<file path="config.mk">
export PLATFORM = sky130hd
export DESIGN_NAME = cmbc_top
export DESIGN_NICKNAME = d
export VERILOG_FILES = /design/src/verilog/cmbc_pkg.sv /design/src/verilog/cmbc_top.sv /design/src/verilog/cmbc_msg_ram.sv
export VERILOG_INCLUDE_DIRS = /design/src /design/src/verilog
export SDC_FILE = /design/constraint.sdc
export NUM_CORES = 1
export LEC_CHECK = 0
export BUFFER_PORTS_ARGS = -buffer_cell sky130_fd_sc_hd__buf_2
export CAP_MARGIN = 10
export CELL_PAD_IN_SITES_DETAIL_PLACEMENT = 1
export CELL_PAD_IN_SITES_GLOBAL_PLACEMENT = 1
export CORE_MARGIN = 5
export CORE_UTILIZATION = 48
export CTS_CLUSTER_SIZE = 8
export DETAILED_ROUTE_END_ITERATION = 16
export PLACE_DENSITY_LB_ADDON = 0.15
export RECOVER_POWER = 25
export SLEW_MARGIN = 20
export SYNTH_ARGS = -nofsm -noshare
export SYNTH_HDL_FRONTEND = slang
export SYNTH_SLANG_ARGS = --single-unit
</file>
<file path="constraint.sdc">
create_clock -name clk -period 12.37 [get_ports clk]
set_input_delay 0.6185 -clock clk [delete_from_list [all_inputs] [get_ports clk]]
set_output_delay 0.6185 -clock clk [all_outputs]
set_load 0.02 [all_outputs]
</file>
<file path="src/verilog/cmbc_defines.svh">
// constants for the message buffer control block
// Overview of operation
// - direction bit 1 means transmit buffer
// - upper byte controls odd buffer, same layout
// - send request set by software, hardware clears
// - clearing pending request asks for abort
// - aborted flag set on abort only
// - lost arbitration flag set by link
// - bus error flag set by link
// - setting request clears all three flags
// - remote frame sets request when enabled
// - two-bit priority, 11 highest
// - standard id bits 12-2, 15-13 zero
// - bit 1 of word0 is SRR
// - bit 0 of word0 selects extended format
// - extended id split over words 1 and 2
// - bit 9 of word2 is RTR
// - length code bits 3-0, bits 7-5 zero
// - eight data bytes, odd byte upper half
// - buffer words live in message RAM
// - filter number stored in status word
// - full flag set on store, software clears
`ifndef CMBC_DEFINES_SVH
`define CMBC_DEFINES_SVH

// ==========================================================
// register map (word addresses on the plain port)
`define CMBC_ADDR_CTRL_BASE   8'h00
`define CMBC_ADDR_RXFULL_LO   8'h04
`define CMBC_ADDR_RXFULL_HI   8'h05
`define CMBC_ADDR_TXSEL       8'h06
`define CMBC_ADDR_RAM_BASE    8'h80
`define CMBC_RAM_WORDS_PER_BUF 3'h7

// ==========================================================
// control byte fields
`define CMBC_BIT_DIR          7
`define CMBC_BIT_ABORTED      6
`define CMBC_BIT_ARBLOST      5
`define CMBC_BIT_TXERR        4
`define CMBC_BIT_REQ          3
`define CMBC_BIT_RTREN        2
`define CMBC_CTRL_RESET       8'h00

// ==========================================================
// message word masks
`define CMBC_MASK_SID_WORD    16'h1FFF
`define CMBC_MASK_EID_WORD    16'h0FFF
`define CMBC_MASK_DLC_WORD    16'hFF1F
`define CMBC_MASK_STAT_WORD   16'h1F00
`define CMBC_WORD_STAT        3'h7

`endif

</file>
<file path="src/verilog/cmbc_pkg.sv">
// types for the message buffer control block
package cmbc_pkg;
	// per buffer control byte
	typedef struct packed {
		logic       dir;
		logic       aborted;
		logic       arb_lost;
		logic       tx_err;
		logic       req;
		logic       rtr_en;
		logic [1:0] prio;
	} cmbc_ctrl_t;
	// link status event for the buffer in flight
	typedef struct packed {
		logic       done;
		logic       aborted;
		logic       arb_lost;
		logic       bus_err;
	} cmbc_tx_evt_t;
	// received frame store request
	typedef struct packed {
		logic       valid;
		logic [2:0] buf_idx;
		logic [4:0] filt;
		logic       remote;
	} cmbc_rx_evt_t;
endpackage

</file>
<file path="src/verilog/cmbc_top.sv">
// control of eight transmit/receive message buffers
`timescale 1ns/1ps
`include "cmbc_defines.svh"
module cmbc_top (
	input  wire logic                  clk,
	input  wire logic                  rst,
	input  wire logic [7:0]            addr,
	input  wire logic [15:0]           wdata,
	input  wire logic                  wr_stb,
	input  wire logic                  rd_stb,
	output logic      [15:0]           rdata,
	input  wire cmbc_pkg::cmbc_tx_evt_t tx_evt,
	input  wire cmbc_pkg::cmbc_rx_evt_t rx_evt,
	input  wire logic                  rx_we,
	input  wire logic [2:0]            rx_word,
	input  wire logic [15:0]           rx_wdata,
	output logic                       tx_pending,
	output logic      [2:0]            tx_buf,
	output logic                       tx_abort
);
	// ==========================================================
	// state
	cmbc_pkg::cmbc_ctrl_t ctrl_q [0:7]; // per buffer control
	logic [7:0]           full_q;       // receive full flags
	logic [2:0]           sel_q;        // buffer offered to link
	logic                 sel_vld_q;    // a request is pending
	logic [15:0]          rd_reg_q;     // register read data
	logic                 rd_ram_q;     // read came from RAM
	logic [7:0]           abort_req_q;  // abort asked per buffer
	logic [15:0]          ram_rdata;    // RAM read data
	logic                 ctrl_wr;      // write hits a control word
	logic [1:0]           ctrl_pair;    // which control word
	logic                 ram_hit_w;    // write targets RAM
	logic [2:0]           best_idx;     // arbitration winner
	logic                 best_vld;     // any pending
	logic [15:0]          ram_mask;     // mask for stored word
	logic                 ram_we;       // RAM write enable
	logic [5:0]           ram_waddr;    // RAM write address
	logic [15:0]          ram_wdata;    // RAM write data

	// ==========================================================
	// decode
	assign ctrl_wr   = wr_stb && (addr[7:2] == 6'(`CMBC_ADDR_CTRL_BASE >> 2));
	assign ctrl_pair = addr[1:0];
	assign ram_hit_w = wr_stb && addr[7];

	// ==========================================================
	// per buffer control, one generate entry per buffer
	genvar gi;
	generate
		for (gi = 0; gi < 8; gi = gi + 1) begin : g_buf
			logic [7:0] wbyte; // byte for this buffer
			logic       hit;   // this buffer's control word written
			assign hit   = ctrl_wr && (ctrl_pair == 2'(gi / 2));
			assign wbyte = (gi % 2 == 1) ? wdata[15:8] : wdata[7:0];

			// software fields and request handling
			always_ff @(posedge clk) begin
				if (rst) begin
					ctrl_q[gi]      <= `CMBC_CTRL_RESET;
					abort_req_q[gi] <= 1'b0;
				end else begin
					if (hit) begin
						ctrl_q[gi].dir    <= wbyte[`CMBC_BIT_DIR];
						ctrl_q[gi].rtr_en <= wbyte[`CMBC_BIT_RTREN];
						ctrl_q[gi].prio   <= wbyte[1:0];
					end
					// link outcomes for the buffer in flight
					if (sel_vld_q && sel_q == 3'(gi)) begin
						if (tx_evt.arb_lost) begin
							ctrl_q[gi].arb_lost <= 1'b1;
						end
						if (tx_evt.bus_err) begin
							ctrl_q[gi].tx_err <= 1'b1;
						end
						if (tx_evt.aborted) begin
							ctrl_q[gi].aborted <= 1'b1;
							ctrl_q[gi].req     <= 1'b0;
							abort_req_q[gi]    <= 1'b0;
						end
						if (tx_evt.done) begin
							ctrl_q[gi].req     <= 1'b0;
							ctrl_q[gi].aborted <= 1'b0;
							abort_req_q[gi]    <= 1'b0;
						end
					end
					// software request or clear
					if (hit && wbyte[`CMBC_BIT_REQ] && !ctrl_q[gi].req) begin
						ctrl_q[gi].req      <= 1'b1;
						ctrl_q[gi].aborted  <= 1'b0;
						ctrl_q[gi].arb_lost <= 1'b0;
						ctrl_q[gi].tx_err   <= 1'b0;
						abort_req_q[gi]     <= 1'b0;
					end else if (hit && !wbyte[`CMBC_BIT_REQ] && ctrl_q[gi].req) begin
						abort_req_q[gi] <= 1'b1;
					end
					// remote frame auto reply
					if (rx_evt.valid && rx_evt.remote && rx_evt.buf_idx == 3'(gi)
						&& ctrl_q[gi].rtr_en && ctrl_q[gi].dir) begin
						ctrl_q[gi].req      <= 1'b1;
						ctrl_q[gi].aborted  <= 1'b0;
						ctrl_q[gi].arb_lost <= 1'b0;
						ctrl_q[gi].tx_err   <= 1'b0;
					end
				end
			end

			// receive full flag, set wins over clear
			always_ff @(posedge clk) begin
				if (rst) begin
					full_q[gi] <= 1'b0;
				end else if (rx_evt.valid && !rx_evt.remote && rx_evt.buf_idx == 3'(gi)
					&& !ctrl_q[gi].dir) begin
					full_q[gi] <= 1'b1;
				end else if (wr_stb && addr == `CMBC_ADDR_RXFULL_LO && !wdata[gi]) begin
					full_q[gi] <= 1'b0;
				end
			end
		end
	endgenerate

	// ==========================================================
	// priority pick: highest field, lowest index on a tie
	always_comb begin
		best_idx = 3'h0;
		best_vld = 1'b0;
		for (int i = 7; i >= 0; i--) begin
			if (ctrl_q[i].req && ctrl_q[i].dir) begin
				if (!best_vld || ctrl_q[i].prio >= ctrl_q[best_idx].prio) begin
					best_idx = 3'(i);
					best_vld = 1'b1;
				end
			end
		end
	end

	// offered buffer held while in flight
	always_ff @(posedge clk) begin
		if (rst) begin
			sel_q     <= 3'h0;
			sel_vld_q <= 1'b0;
		end else if (tx_evt.done || tx_evt.aborted || tx_evt.arb_lost) begin
			// buffer leaves flight; its request bit is still stale this cycle
			sel_vld_q <= 1'b0;
		end else if (!sel_vld_q) begin
			sel_q     <= best_idx;
			sel_vld_q <= best_vld;
		end
	end

	// ==========================================================
	// link outputs
	always_ff @(posedge clk) begin
		if (rst) begin
			tx_pending <= 1'b0;
			tx_buf     <= 3'h0;
			tx_abort   <= 1'b0;
		end else begin
			tx_pending <= sel_vld_q;
			tx_buf     <= sel_q;
			tx_abort   <= sel_vld_q && abort_req_q[sel_q];
		end
	end

	// ==========================================================
	// message RAM write: receive path wins over software
	always_comb begin
		unique case (rx_we ? rx_word : addr[2:0])
			3'h0:              ram_mask = `CMBC_MASK_SID_WORD;
			3'h1:              ram_mask = `CMBC_MASK_EID_WORD;
			3'h2:              ram_mask = `CMBC_MASK_DLC_WORD;
			`CMBC_WORD_STAT:   ram_mask = `CMBC_MASK_STAT_WORD;
			default:           ram_mask = 16'hFFFF;
		endcase
		ram_we    = rx_we || ram_hit_w;
		ram_waddr = rx_we ? {rx_evt.buf_idx, rx_word} : addr[5:0];
		ram_wdata = (rx_we ? rx_wdata : wdata) & ram_mask;
		if (rx_we && rx_word == `CMBC_WORD_STAT) begin
			ram_wdata = {3'h0, rx_evt.filt, 8'h00};
		end
	end

	cmbc_msg_ram u_ram (
		.clk   (clk),
		.we    (ram_we),
		.waddr (ram_waddr),
		.wdata (ram_wdata),
		.raddr (addr[5:0]),
		.rdata (ram_rdata)
	);

	// ==========================================================
	// register read, one cycle later
	always_ff @(posedge clk) begin
		if (rst) begin
			rd_reg_q <= 16'h0000;
			rd_ram_q <= 1'b0;
		end else if (rd_stb) begin
			rd_ram_q <= addr[7];
			if (addr[7:2] == 6'(`CMBC_ADDR_CTRL_BASE >> 2)) begin
				rd_reg_q <= {ctrl_q[{addr[1:0], 1'b1}], ctrl_q[{addr[1:0], 1'b0}]};
			end else if (addr == `CMBC_ADDR_RXFULL_LO) begin
				rd_reg_q <= {8'h00, full_q};
			end else if (addr == `CMBC_ADDR_TXSEL) begin
				rd_reg_q <= {12'h000, sel_vld_q, sel_q};
			end else begin
				rd_reg_q <= 16'h0000;
			end
		end
	end

	assign rdata = rd_ram_q ? ram_rdata : rd_reg_q;
endmodule

</file>
<file path="src/verilog/cmbc_msg_ram.sv">
// message buffer RAM: 8 buffers by 8 words of 16 bits
`timescale 1ns/1ps
module cmbc_msg_ram (
	input  wire logic        clk,
	input  wire logic        we,
	input  wire logic [5:0]  waddr,
	input  wire logic [15:0] wdata,
	input  wire logic [5:0]  raddr,
	output logic      [15:0] rdata
);
	logic [15:0] mem [0:63]; // buffer words

	// write port and registered read
	always_ff @(posedge clk) begin
		if (we) begin
			mem[waddr] <= wdata;
		end
		rdata <= mem[raddr];
	end
endmodule

</file>
After elaboration in Yosys (flattened, before gate mapping)
Memories as Yosys holds them, arrays and structs flattened. A register that Yosys moved wholly into a read port is not among the register bits.
Cells that the tools add are included.
{"block": "op_classes", "magnitude_cmp": 8, "bitwise_logic": 139, "muxes": 376, "n_reduce_logical": 197, "n_eq_ne": 23}
{"cell": "1-bit 2-to-1 mux", "n": 343}
{"cell": "1-bit bitwise OR", "n": 136}
{"cell": "1-bit logical AND", "n": 107}
{"cell": "16-bit 2-to-1 mux", "n": 4}
{"cell": "16-bit case mux with 4 select lines", "n": 1}
{"cell": "3-bit 2-to-1 mux", "n": 16}
{"cell": "1-bit zero test", "n": 33}
{"cell": "2-bit nonzero test", "n": 16}
{"cell": "3-bit == test, second input constant", "n": 10}
{"cell": "3-bit nonzero test", "n": 8}
{"cell": "2-bit AND reduction", "n": 9}
{"cell": "2-bit OR reduction", "n": 9}
{"cell": "16-bit AND", "n": 1}
{"cell": "8-bit by 3-bit == test with 1-bit output, second input constant", "n": 2}
{"cell": "2-bit 2-to-1 mux", "n": 8}
{"cell": "3-bit by 2-bit == test with 1-bit output, second input constant", "n": 5}
{"cell": "2-bit greater-or-equal comparator", "n": 7}
{"cell": "1-bit logical OR", "n": 10}
{"cell": "3-bit by 1-bit == test with 1-bit output, second input constant", "n": 3}
{"cell": "3-bit zero test", "n": 3}
{"cell": "8-bit 2-to-1 mux", "n": 1}
{"cell": "6-bit zero test", "n": 1}
{"cell": "6-bit 2-to-1 mux", "n": 1}
{"cell": "2-bit == test, second input constant", "n": 2}
{"cell": "6 further kinds", "n": 7}
{"block": "totals", "inputBits": 62, "ramBits": 1088, "ff_bits": 42, "n_memories": 2, "output_inout_bits": 21}
{"name": "u_ram.mem", "depth": 64, "word_bits": 16, "read_ports": 1, "rd_ports_with_merged_regs": 1, "wr": 1, "line": "cmbc_msg_ram.sv:11", "text": "logic [15:0] mem [0:63];"}
{"name": "ctrl_q", "depth": 8, "word_bits": 8, "read_ports": 17, "rd_ports_with_merged_regs": 0, "wr": 8, "line": "cmbc_top.sv:23", "text": "cmbc_pkg::cmbc_ctrl_t ctrl_q [0:7];"}

Longest topological paths before layout
Gate-level depths: netlist of the first run.
An unclocked memory read counts as a cell.
{"block": "logic_depth", "ltp_word": 39, "mapped_depth": 54, "depth_no_buf": 54}

Hierarchy
From an unflattened synthesis of the first run, not the netlist that was laid out.
{"block": "unflattened", "cells_unflattened": 2484, "hier_area_um2": 46550.9}
{"mod": "cmbc_msg_ram", "n_inst": 1, "cells_each": 1766, "area_per_inst_um2": 39716.8}
{"mod": "cmbc_top", "n_inst": 1, "cells_each": 718, "area_per_inst_um2": 6834.1}

Least setup slack after synthesis of the first run
No wires, ideal clock.
{"block": "synth_path", "path_type": "register to register", "from": "memory ctrl_q[7][3] (netlist bit)", "to": "register sel_q[0]", "required_ns": 12.310, "path_buffers": 0, "path_stages_with_launch": 52, "setup_slack_ns": 2.054, "t_arrival_ns": 10.256, "period_less_slack_ns": 10.316, "setup_ns": 0.060, "cell_sequence": "edfxtp_1 -> nand2_1 -> mux2_2 -> ha_1 -> nand2b_1 -> a21oi_1 -> o21bai_1 -> mux2i_1 -> a21oi_1 -> ha_1 -> or3b_2 -> and2_0 -> nor3_1 -> mux2_2 -> nor2_1 -> a211oi_1 -> a21oi_1 -> ha_1 -> [... 16 more ...] -> a21oi_2 -> mux2i_1 -> mux2i_1 -> mux2_2 -> ha_1 -> nand2b_1 -> a21oi_1 -> a21oi_1 -> nor2_1 -> nor2_1 -> a22oi_1 -> o311a_1 -> ha_1 -> nand2b_1 -> a21oi_1 -> nand2_1 -> a311oi_1 -> a22o_1"}
{"item": "start: declaration", "line": "cmbc_top.sv:23"}
{"item": "end signal: assignment", "line": "cmbc_top.sv:146", "text": "sel_q <= best_idx;"}
{"item": "end: declaration", "line": "cmbc_top.sv:25", "text": "logic [2:0] sel_q;"}

==> flow_results.org, run 1 <==
** Status
- The flow ran to the end, but the final reports show violations.
- The final reports fail on capacitance limit, slew limit.

** Timing
- Clock skew on the completed layout was measured at between 0.03 and 0.04 ns.
- Worst slew margin relative to its limit :: -224%
- Once routing completed, OpenROAD measured the worst setup slack at 0.919 ns.
- Total count of max-transition violations in the final report :: 610
- Final critical delay including setup and external delays :: 11.45 ns
- At the pin with the least slew margin, the transition time is ~4.9 ns.
- Setup-violating endpoint count in the final report :: 0
- Achievable clock frequency :: 87.3 MHz
- Of the available clock period, the critical path in the final layout requires 92.6%.
- Final Hold Violating Endpoints :: 0

** Synthesis
- Summing the areas of all xor and xnor instances in the mapped netlist gives 0.0379% of the synthesized area.
- Yosys mapped a number of flops with a built-in enable equal to 1088.
- Adder-cell area share of the yosys netlist :: 0.379%
- In this run the biggest area consumer among cell types represents 70.8% of the synthesized area.
- The biggest area contributor in the post-synthesis netlist is sky130_fd_sc_hd__edfxtp_1.
- When the netlist entered floorplanning its net count stood at 2365.
- Most used flip-flop cell after synthesis :: sky130_fd_sc_hd__edfxtp_1
- Cell count after synthesis :: between 2000 and 2500
- The Yosys step of the flow raised 0 warnings.
- Share of synthesized registers carrying an async set or reset :: 0%
- The synthesized netlist contains between 60 and 70 unique library cells.
- Summing every instance area after synthesis gives 46200 µm².
- Ranked by total cell area, the synthesized netlist is headed by sky130_fd_sc_hd__edfxtp_1 (71%), sky130_fd_sc_hd__mux4_2 (17%), sky130_fd_sc_hd__dfxtp_1 (2.5%).
- Post-Synth Simple-Gate Area :: just over 4%
- Multiplexer cells account for 18.5% of the synthesized area.
- The average instance in the mapped netlist occupies 20.2 µm².
- Sequential element share of the synthesized area :: 73.3%
- Counting flops and latches in the post-synthesis netlist gives 1146.
- Summing the areas of all compound-gate instances in the mapped netlist gives 2.54% of the synthesized area.
- By area, the combinational part of the netlist is dominated by multiplexers.

** Route
- The count of nets left with antenna violations once routing finished came out at 0.
- The first routing iteration left 2514 violations.
- The first detailed-routing pass took 5 iterations.
- Count of vias placed by the detailed router :: about 24000
- After detailed routing, the number of vias per cell comes to ~6.4.
- Total wirelength of the detailed-routed design :: approximately 130000 µm
- Remaining design rule violation count :: 0
- In the final routed layout, each cell accounts on average for between 30 and 40 µm.

** Clock tree
- TritonCTS built the clock tree.
- H-tree level count :: 4
- After clock tree synthesis, the clock-pin slew on the worst setup and hold paths is 0.05 ns.
- Clock latency on the worst-skew pair, taken at its later pin, is 0.76 ns.
- Root Driver :: sky130_fd_sc_hd__clkbuf_16
- Number of clock sinks seen by CTS :: 1146
- In this run, CTS created clock tree buffers numbering 161.
- Bufs on Longest Clock Path :: 3

** Die
- Die Width :: 320 µm
- The die covers 102000 µm².
- Floorplan Core Area :: approximately 95000 µm²
- The floorplan has 113 rows.
- Die height :: ~320 µm
- Initial cell density of the core :: between 40% and 50%
- Ports :: 83

** Critical path
- Across all register-to-register paths, the minimum setup slack is 0.92 ns.
- STA puts the critical path data required time at ~13 ns.
- The worst register-to-register path begins at ctrl_q[7][3].
- Startpoint types :: register
- The critical path ends at sel_q[2].
- Critical Setup Path Class :: reg2reg
- Reg-to-reg critical path endpoint :: sel_q[2]
- The worst setup path is captured at a register.
- Path depth of the worst reg2reg path :: 53
- The cell that appears most often on the critical path is sky130_fd_sc_hd__a21oi_1.
- In this run the worst setup path begins at ctrl_q[7][3].
- For this run, the slowest stage of the critical path takes 0.53 ns.
- For the worst setup path, the data arrival time is roughly 12 ns.
- In this run the worst path has a maximum fanout of 7.
- On the critical path, the stage with the largest delay is an instance of sky130_fd_sc_hd__edfxtp_1.

** Cells and area
- The filler cells instantiated in the layout total 8279.
- Area taken by multi-input logic gates :: 12100 µm²
- Area growth from synthesis to final layout :: 15.5%
- Fraction of the core area covered by cells at the end of the flow :: 55.9%
- The top cell types in the final layout, fill and taps aside, are sky130_fd_sc_hd__edfxtp_1 (1088), sky130_fd_sc_hd__mux4_2 (354), sky130_fd_sc_hd__clkbuf_16 (165), sky130_fd_sc_hd__nand2_1 (109), sky130_fd_sc_hd__buf_4 (86).
- The library cell used most frequently in the layout, excluding fill and tap cells, is sky130_fd_sc_hd__edfxtp_1.
- Area taken by flip-flops and latches :: around 34000 µm²
- Net count, final :: 2594
- In the final layout, the share of cells above drive strength 1 is 31.2%.

** Global route
- Global-route usage over all layers :: roughly 26%
- Remaining global-route overflow :: 0
- Initial antenna violation count :: 7
- The first global-routing pass estimated 188000 µm of wire.
- The number of global-route vias before repair came to 26000.
- Largest net degree at the start of global routing :: 143

** Min path
- In this run the worst hold path is classified as in2reg.

** Place
- In this run the tool buffered the top-level ports with 82 buffer cells.
- Detailed placement ended at an HPWL of 77800 µm.
- The congestion estimate from routability-driven global placement came to 0.864.
- Post-Place Setup Slack :: 0.302 ns

** Pwr
- After layout, the design draws a total of between 9 and 10 mW.
- LEAKAGE :: 16.8 nW
- Power spread over the standard cell area amounts to 169 nW/µm².
- IR analysis of the VDD net gives a maximum drop of 0.000143 V.

** Run
- Across the run, the number of max-cap violations was 12.
-- layout make-up --
| type | count | area share [%] |
|---|---|---|
| Clock inverter | 11 | 0.427 |
| Multi-Input combinational cell | 1008 | 22.7 |
| Tap cell | 1265 | 2.97 |
| Antenna cell | 3 | 0.0141 |
| Inverter | 20 | 0.141 |
| Timing Repair Buffer | 181 | 2.12 |
| Clock buffer | 217 | 8.15 |
| Sequential cell | 1146 | 63.5 |
-- worst min-delay path by stage --
| stage | start | to | depth (start not counted) |
|---|---|---|---|
| 2_1_floorplan | rd_reg_q[1] | rd_reg_q[1] | 2 |
| 3_3_place_gp | rd_reg_q[9] | rd_reg_q[9] | 2 |
| 3_5_place_dp | rd_reg_q[10] | rd_reg_q[10] | 2 |
| 4_1_cts | wdata[5] | full_q[5] | 3 |
| 5_1_grt | wdata[6] | full_q[6] | 3 |
| 6_report | wdata[5] | full_q[5] | 3 |
-- state kept, by name, indices dropped and copies added, names as in the netlist --
name	count
tx_pending	1
sel_vld_q	1
full_q	8
tx_buf	3
u_ram.rdata	16
sel_q	3
rd_reg_q	16
abort_req_q	8
ctrl_q	64
rd_ram_q	1
u_ram.mem	1024
tx_abort	1
-- critical path: cells and delay by family (launching register included) --
kind                     cells  cell delay, ns
AND/OR/NAND/NOR             17            2.91
AO/OA/AOI/OAI               21            4.05
multiplexers                 8            2.05
adder cells (fa/ha/maj)      7            1.81
flip-flops                   1            0.53
-- layer usage --
layer	up-vias	part of all wire, %	global-route usage (%)
li1	9953	-	-
met1	13300	41	35.7
met2	1036	49	41.3
met3	213	7.1	5.26
met4	2	2.9	7.71
met5	-	0.010	0
-- report_power, final --
part | switching (mW) | total (mW) | internal [mW] | leakage [nW]
logic | 0.388 | 0.596 | 0.208 | 4.59
clock network | 1.59 | 4.01 | 2.42 | 2.21
registers | 0.0277 | 4.40 | 4.37 | 9.99
total | 2.01 | 9.01 | 7.00 | 16.8
-- cell usage after synthesis, drive strengths merged (6+ instances only) --
library cell  number
edfxtp          1088
mux4             354
nor2             131
nand2            111
clkbuf            70
a21oi             60
dfxtp             58
buf               45
o21ai             45
and2              37
mux2i             32
nand3             27
and3              20
inv               20
mux2              20
nor3              19
nand2b            17
ha                14
a211oi            11
nand4             11
nor2b             11
a21o               7
o31ai              7
o32ai              7
a32oi              6
-- cells by family after synthesis --
group                    count (synthesis)
multiplexers                           406
flip-flops                            1146
adder cells (fa/ha/maj)                 14
AO/OA/AOI/OAI                          182
XOR/XNOR                                 2
buffers and inverters                  135
AND/OR/NAND/NOR                        404
-- per-stage QoR --
step | TNS [ns] | hold slack [ns] | std cells | cell area [µm²]
finish | 0 | 0.259 | 3851 | 53300
global route | -0.0479 | 0.234 | 3850 | 53300
CTS | 0 | 0.215 | 3845 | 53300
detailed placement | 0 | 0.463 | 3617 | 48700
global placement | 0 | 0.453 | 3617 | 48700
floorplan | 0 | 0.439 | 2289 | 46200
-- repair_timing --
action	4_1_cts	5_1_grt
hold buffers	0	0
endpoints found under the setup margin	0	3
buffers inserted	0	3
gates resized for setup	0	8
Note: power is estimated with default switching activity, not from simulation.
==> run 2, diff against run 1 <==
Settings changed: RECOVER_POWER 25 to 50.
==> flow_results.org, run 2 (synthesis results as in run 1) <==
** Critical path
- Crit path arrival time :: 12.11 ns (about the same)
- Startpoint types :: register
- Worst path most repeated cell :: sky130_fd_sc_hd__a21oi_1
- The critical path is of the reg2reg type.
- The maximum fanout along the worst path is 7 (unchanged).
- Worst Setup End Kind :: register
- Data required time of the worst path :: 13.04 ns (about the same)
- The largest incremental delay on the critical path came to 0.52 ns (about the same).
- The slowest stage of the critical path is the sky130_fd_sc_hd__edfxtp_1 cell.

** Cells and area
- Leaving out fill and tap cells, the most frequent cell in the layout is sky130_fd_sc_hd__edfxtp_1.
- The largest registers in the layout are u_ram.mem x1024, ctrl_q x64.
- Commonest cells after routing, fill and taps aside :: sky130_fd_sc_hd__edfxtp_1 (1088), sky130_fd_sc_hd__mux4_2 (354), sky130_fd_sc_hd__clkbuf_16 (165), sky130_fd_sc_hd__nand2_1 (109), sky130_fd_sc_hd__clkbuf_1 (98)
- Area growth from synthesis to final layout :: 15.2%
- Net count, final :: 2594 (unchanged)
- The share of the core filled with cells was 55.8% (-0.15 points).
- Number of flip-flops under the largest register name :: 1024 (unchanged)
- u_ram.mem holds more flip-flops than any other register.
- Layout cells sized above 1 :: 29.6% (-1.6 points)

** Timing
- The worst slew margin relative to its limit came to -224% (-0.41 points).
- Setup-violating endpoint count in the final report :: 0 (unchanged)
- Total count of max-transition violations in the final report :: 838 (+37%)
- Final worst-path cycle share :: 92.5% (about the same)
- Final Hold Violating Endpoints :: 0 (unchanged)
- Post-route clock skew :: 0.0307 ns (-0.00323 ns)
- Slew at the pin closest to its max-slew limit :: 4.87 ns (+0.00621 ns)
- PnR worst setup slack :: 0.927 ns (+0.00725 ns)
- Achievable clock frequency :: 87.4 MHz (about the same)
- Final critical delay including setup and external delays :: 11.44 ns (-0.00725 ns)

** Clock tree
- The clock sink count was 1146 (unchanged).
- TritonCTS built the clock tree.
- The H-tree level count was 4 (unchanged).
- Root Driver :: sky130_fd_sc_hd__clkbuf_16
- Clock insertion delay at the later pin of the skew report :: 0.76 ns (about the same)
- The clock input transition at the sequential cells of the worst setup and hold paths is 0.05 ns (about the same).
- The maximum clock path buffer count was 3 (unchanged).
- Num CTS Buffers :: 161 (unchanged)

** Route
- Iteration-0 DRC count of the detailed router :: 2484 (-1.2%)
- The detailed-route DRC error count was 0 (unchanged).
- Number of antenna-violating nets in the routed design :: 0 (unchanged)
- The via count was 24400 (-0.25%).
- The count of TritonRoute iterations in the first routing pass came to 6 (+1).
- The average wire per cell in the routed design was 33.8 µm (about the same).
- Via count normalized by instance count :: 6.35 (-0.23%)
- Total wirelength of the detailed-routed design :: 130000 µm (about the same)

** Min path
- Class of the worst hold path :: in2reg

** Status
- The final reports fail on capacitance limit, slew limit.
- Run status :: finished with violations

** Global route
- Remaining global-route overflow :: 0 (unchanged)
- First-pass GRT wire length :: 188000 µm (unchanged)
- The total track usage is 25.5% (unchanged).
- The number of global-route vias before repair was 26000 (unchanged).
- Largest net degree at the start of global routing :: 143 (unchanged)
- The number of antenna violations at the first check in global routing is 7 (unchanged).

** Die
- Die Width :: 320 µm (unchanged)
- The effective utilization at floorplan came to 48.4% (unchanged).
- The top-level port count is 83 (unchanged).
- The floorplan die area came to 102000 µm² (unchanged).
- The number of placement rows was 113 (unchanged).
- Floorplan Core Area :: 95300 µm² (unchanged)
- Die height :: 320 µm (unchanged)

** Run
- Max-Cap Viols :: 19 (+7)

** Place
- Placed wire-length estimate :: 77800 µm (unchanged)
- The routability congestion estimate was 0.864 (unchanged).
- PortBufs :: 82 (unchanged)
- The worst-case setup slack after placement came to 0.302 ns (unchanged).

** Pwr
- The static power due to leakage is 16.7 nW (-0.72%).
- IR drop worst, VDD :: 0.000143 V (+0.54%)
- The power per cell area came to 169 nW/µm² (+0.29%).
==> run 2: changes by cell type in the layout (fill, tap and decap cells not counted) <==
| cell | before | now |
|---|---|---|
| sky130_fd_sc_hd__nor2_1 | 60 | 73 |
| sky130_fd_sc_hd__nor2_4 | 13 | 12 |
| sky130_fd_sc_hd__or2_2 | 2 | 1 |
| sky130_fd_sc_hd__clkbuf_1 | 70 | 98 |
| sky130_fd_sc_hd__nor2_2 | 58 | 46 |
| sky130_fd_sc_hd__buf_4 | 86 | 58 |
| sky130_fd_sc_hd__and2_1 | 36 | 34 |
| sky130_fd_sc_hd__or2_0 | 0 | 1 |
| sky130_fd_sc_hd__diode_2 | 3 | 2 |
| sky130_fd_sc_hd__and2_0 | 1 | 3 |
==> run 2: metrics by stage <==
step	total power [mW]	setup TNS [ns]	hold slack (ns)	area (µm²)	instances
2_1_floorplan	4.80	0	0.439	46200	2289
3_3_place_gp	5.04	0	0.453	48700	3617
3_5_place_dp	5.06	0	0.463	48700	3617
4_1_cts	9.08	0	0.215	53300	3845
5_1_grt	9.32	-0.0479	0.234	53200	3850
6_report	9.01	0	0.247	53200	3850
==> run 2: cell type report <==
type / count / area, µm²
fillers: 8299 / 42100
well taps: 1265 / 1580
repair buffers: 181 / 1030
multi-input cells: 1008 / 12100
inverters: 20 / 75.1
clock buffers: 217 / 4340
flip-flops and latches: 1146 / 33800
clock inverters: 11 / 228
diodes: 2 / 5.00
==> run 2: critical path, delay by kind of cell (launching register included) <==
kind	cells	cell delay, ns
AOI/OAI and AO/OA	21	4.05
and+or+nand+nor	17	2.91
muxes	8	2.05
adders and majority gates	7	1.81
DFF	1	0.52
==> run 2: power breakdown <==
part | leakage (nW) | internal [mW] | switching, mW | total [mW]
Combinational | 4.46 | 0.206 | 0.387 | 0.593
Sequential | 9.99 | 4.37 | 0.0277 | 4.40
Clock | 2.21 | 2.42 | 1.59 | 4.01
Total | 16.7 | 7.00 | 2.01 | 9.01
==> run 2: what timing repair did <==
| action | CTS | global route |
|---|---|---|
| buffers inserted | 0 | 3 |
| gates resized for setup | 0 | 8 |
| endpoints found under the setup margin | 0 | 3 |
| hold buffers | 0 | 0 |
==> run 2: path summary, 6_finish.rpt <==
check	from	end	slack, ns	cells past startpoint
max	ctrl_q[7][3]	sel_q[2]	0.93	53
min	wdata[5]	full_q[5]	0.25	3
max reg2reg	ctrl_q[7][3]	sel_q[2]	0.93	53
min reg2reg	rd_reg_q[10]	rd_reg_q[10]	0.47	2
==> run 2: per-layer routing <==
layer | global-route usage, % | vias to the layer above | part of all wire [%]
li1 | - | 9949 | -
met3 | 5.26 | 211 | 7.4
met4 | 7.71 | 2 | 3.0
met2 | 41.3 | 1040 | 49
met5 | 0 | - | 0.010
met1 | 35.7 | 13200 | 41
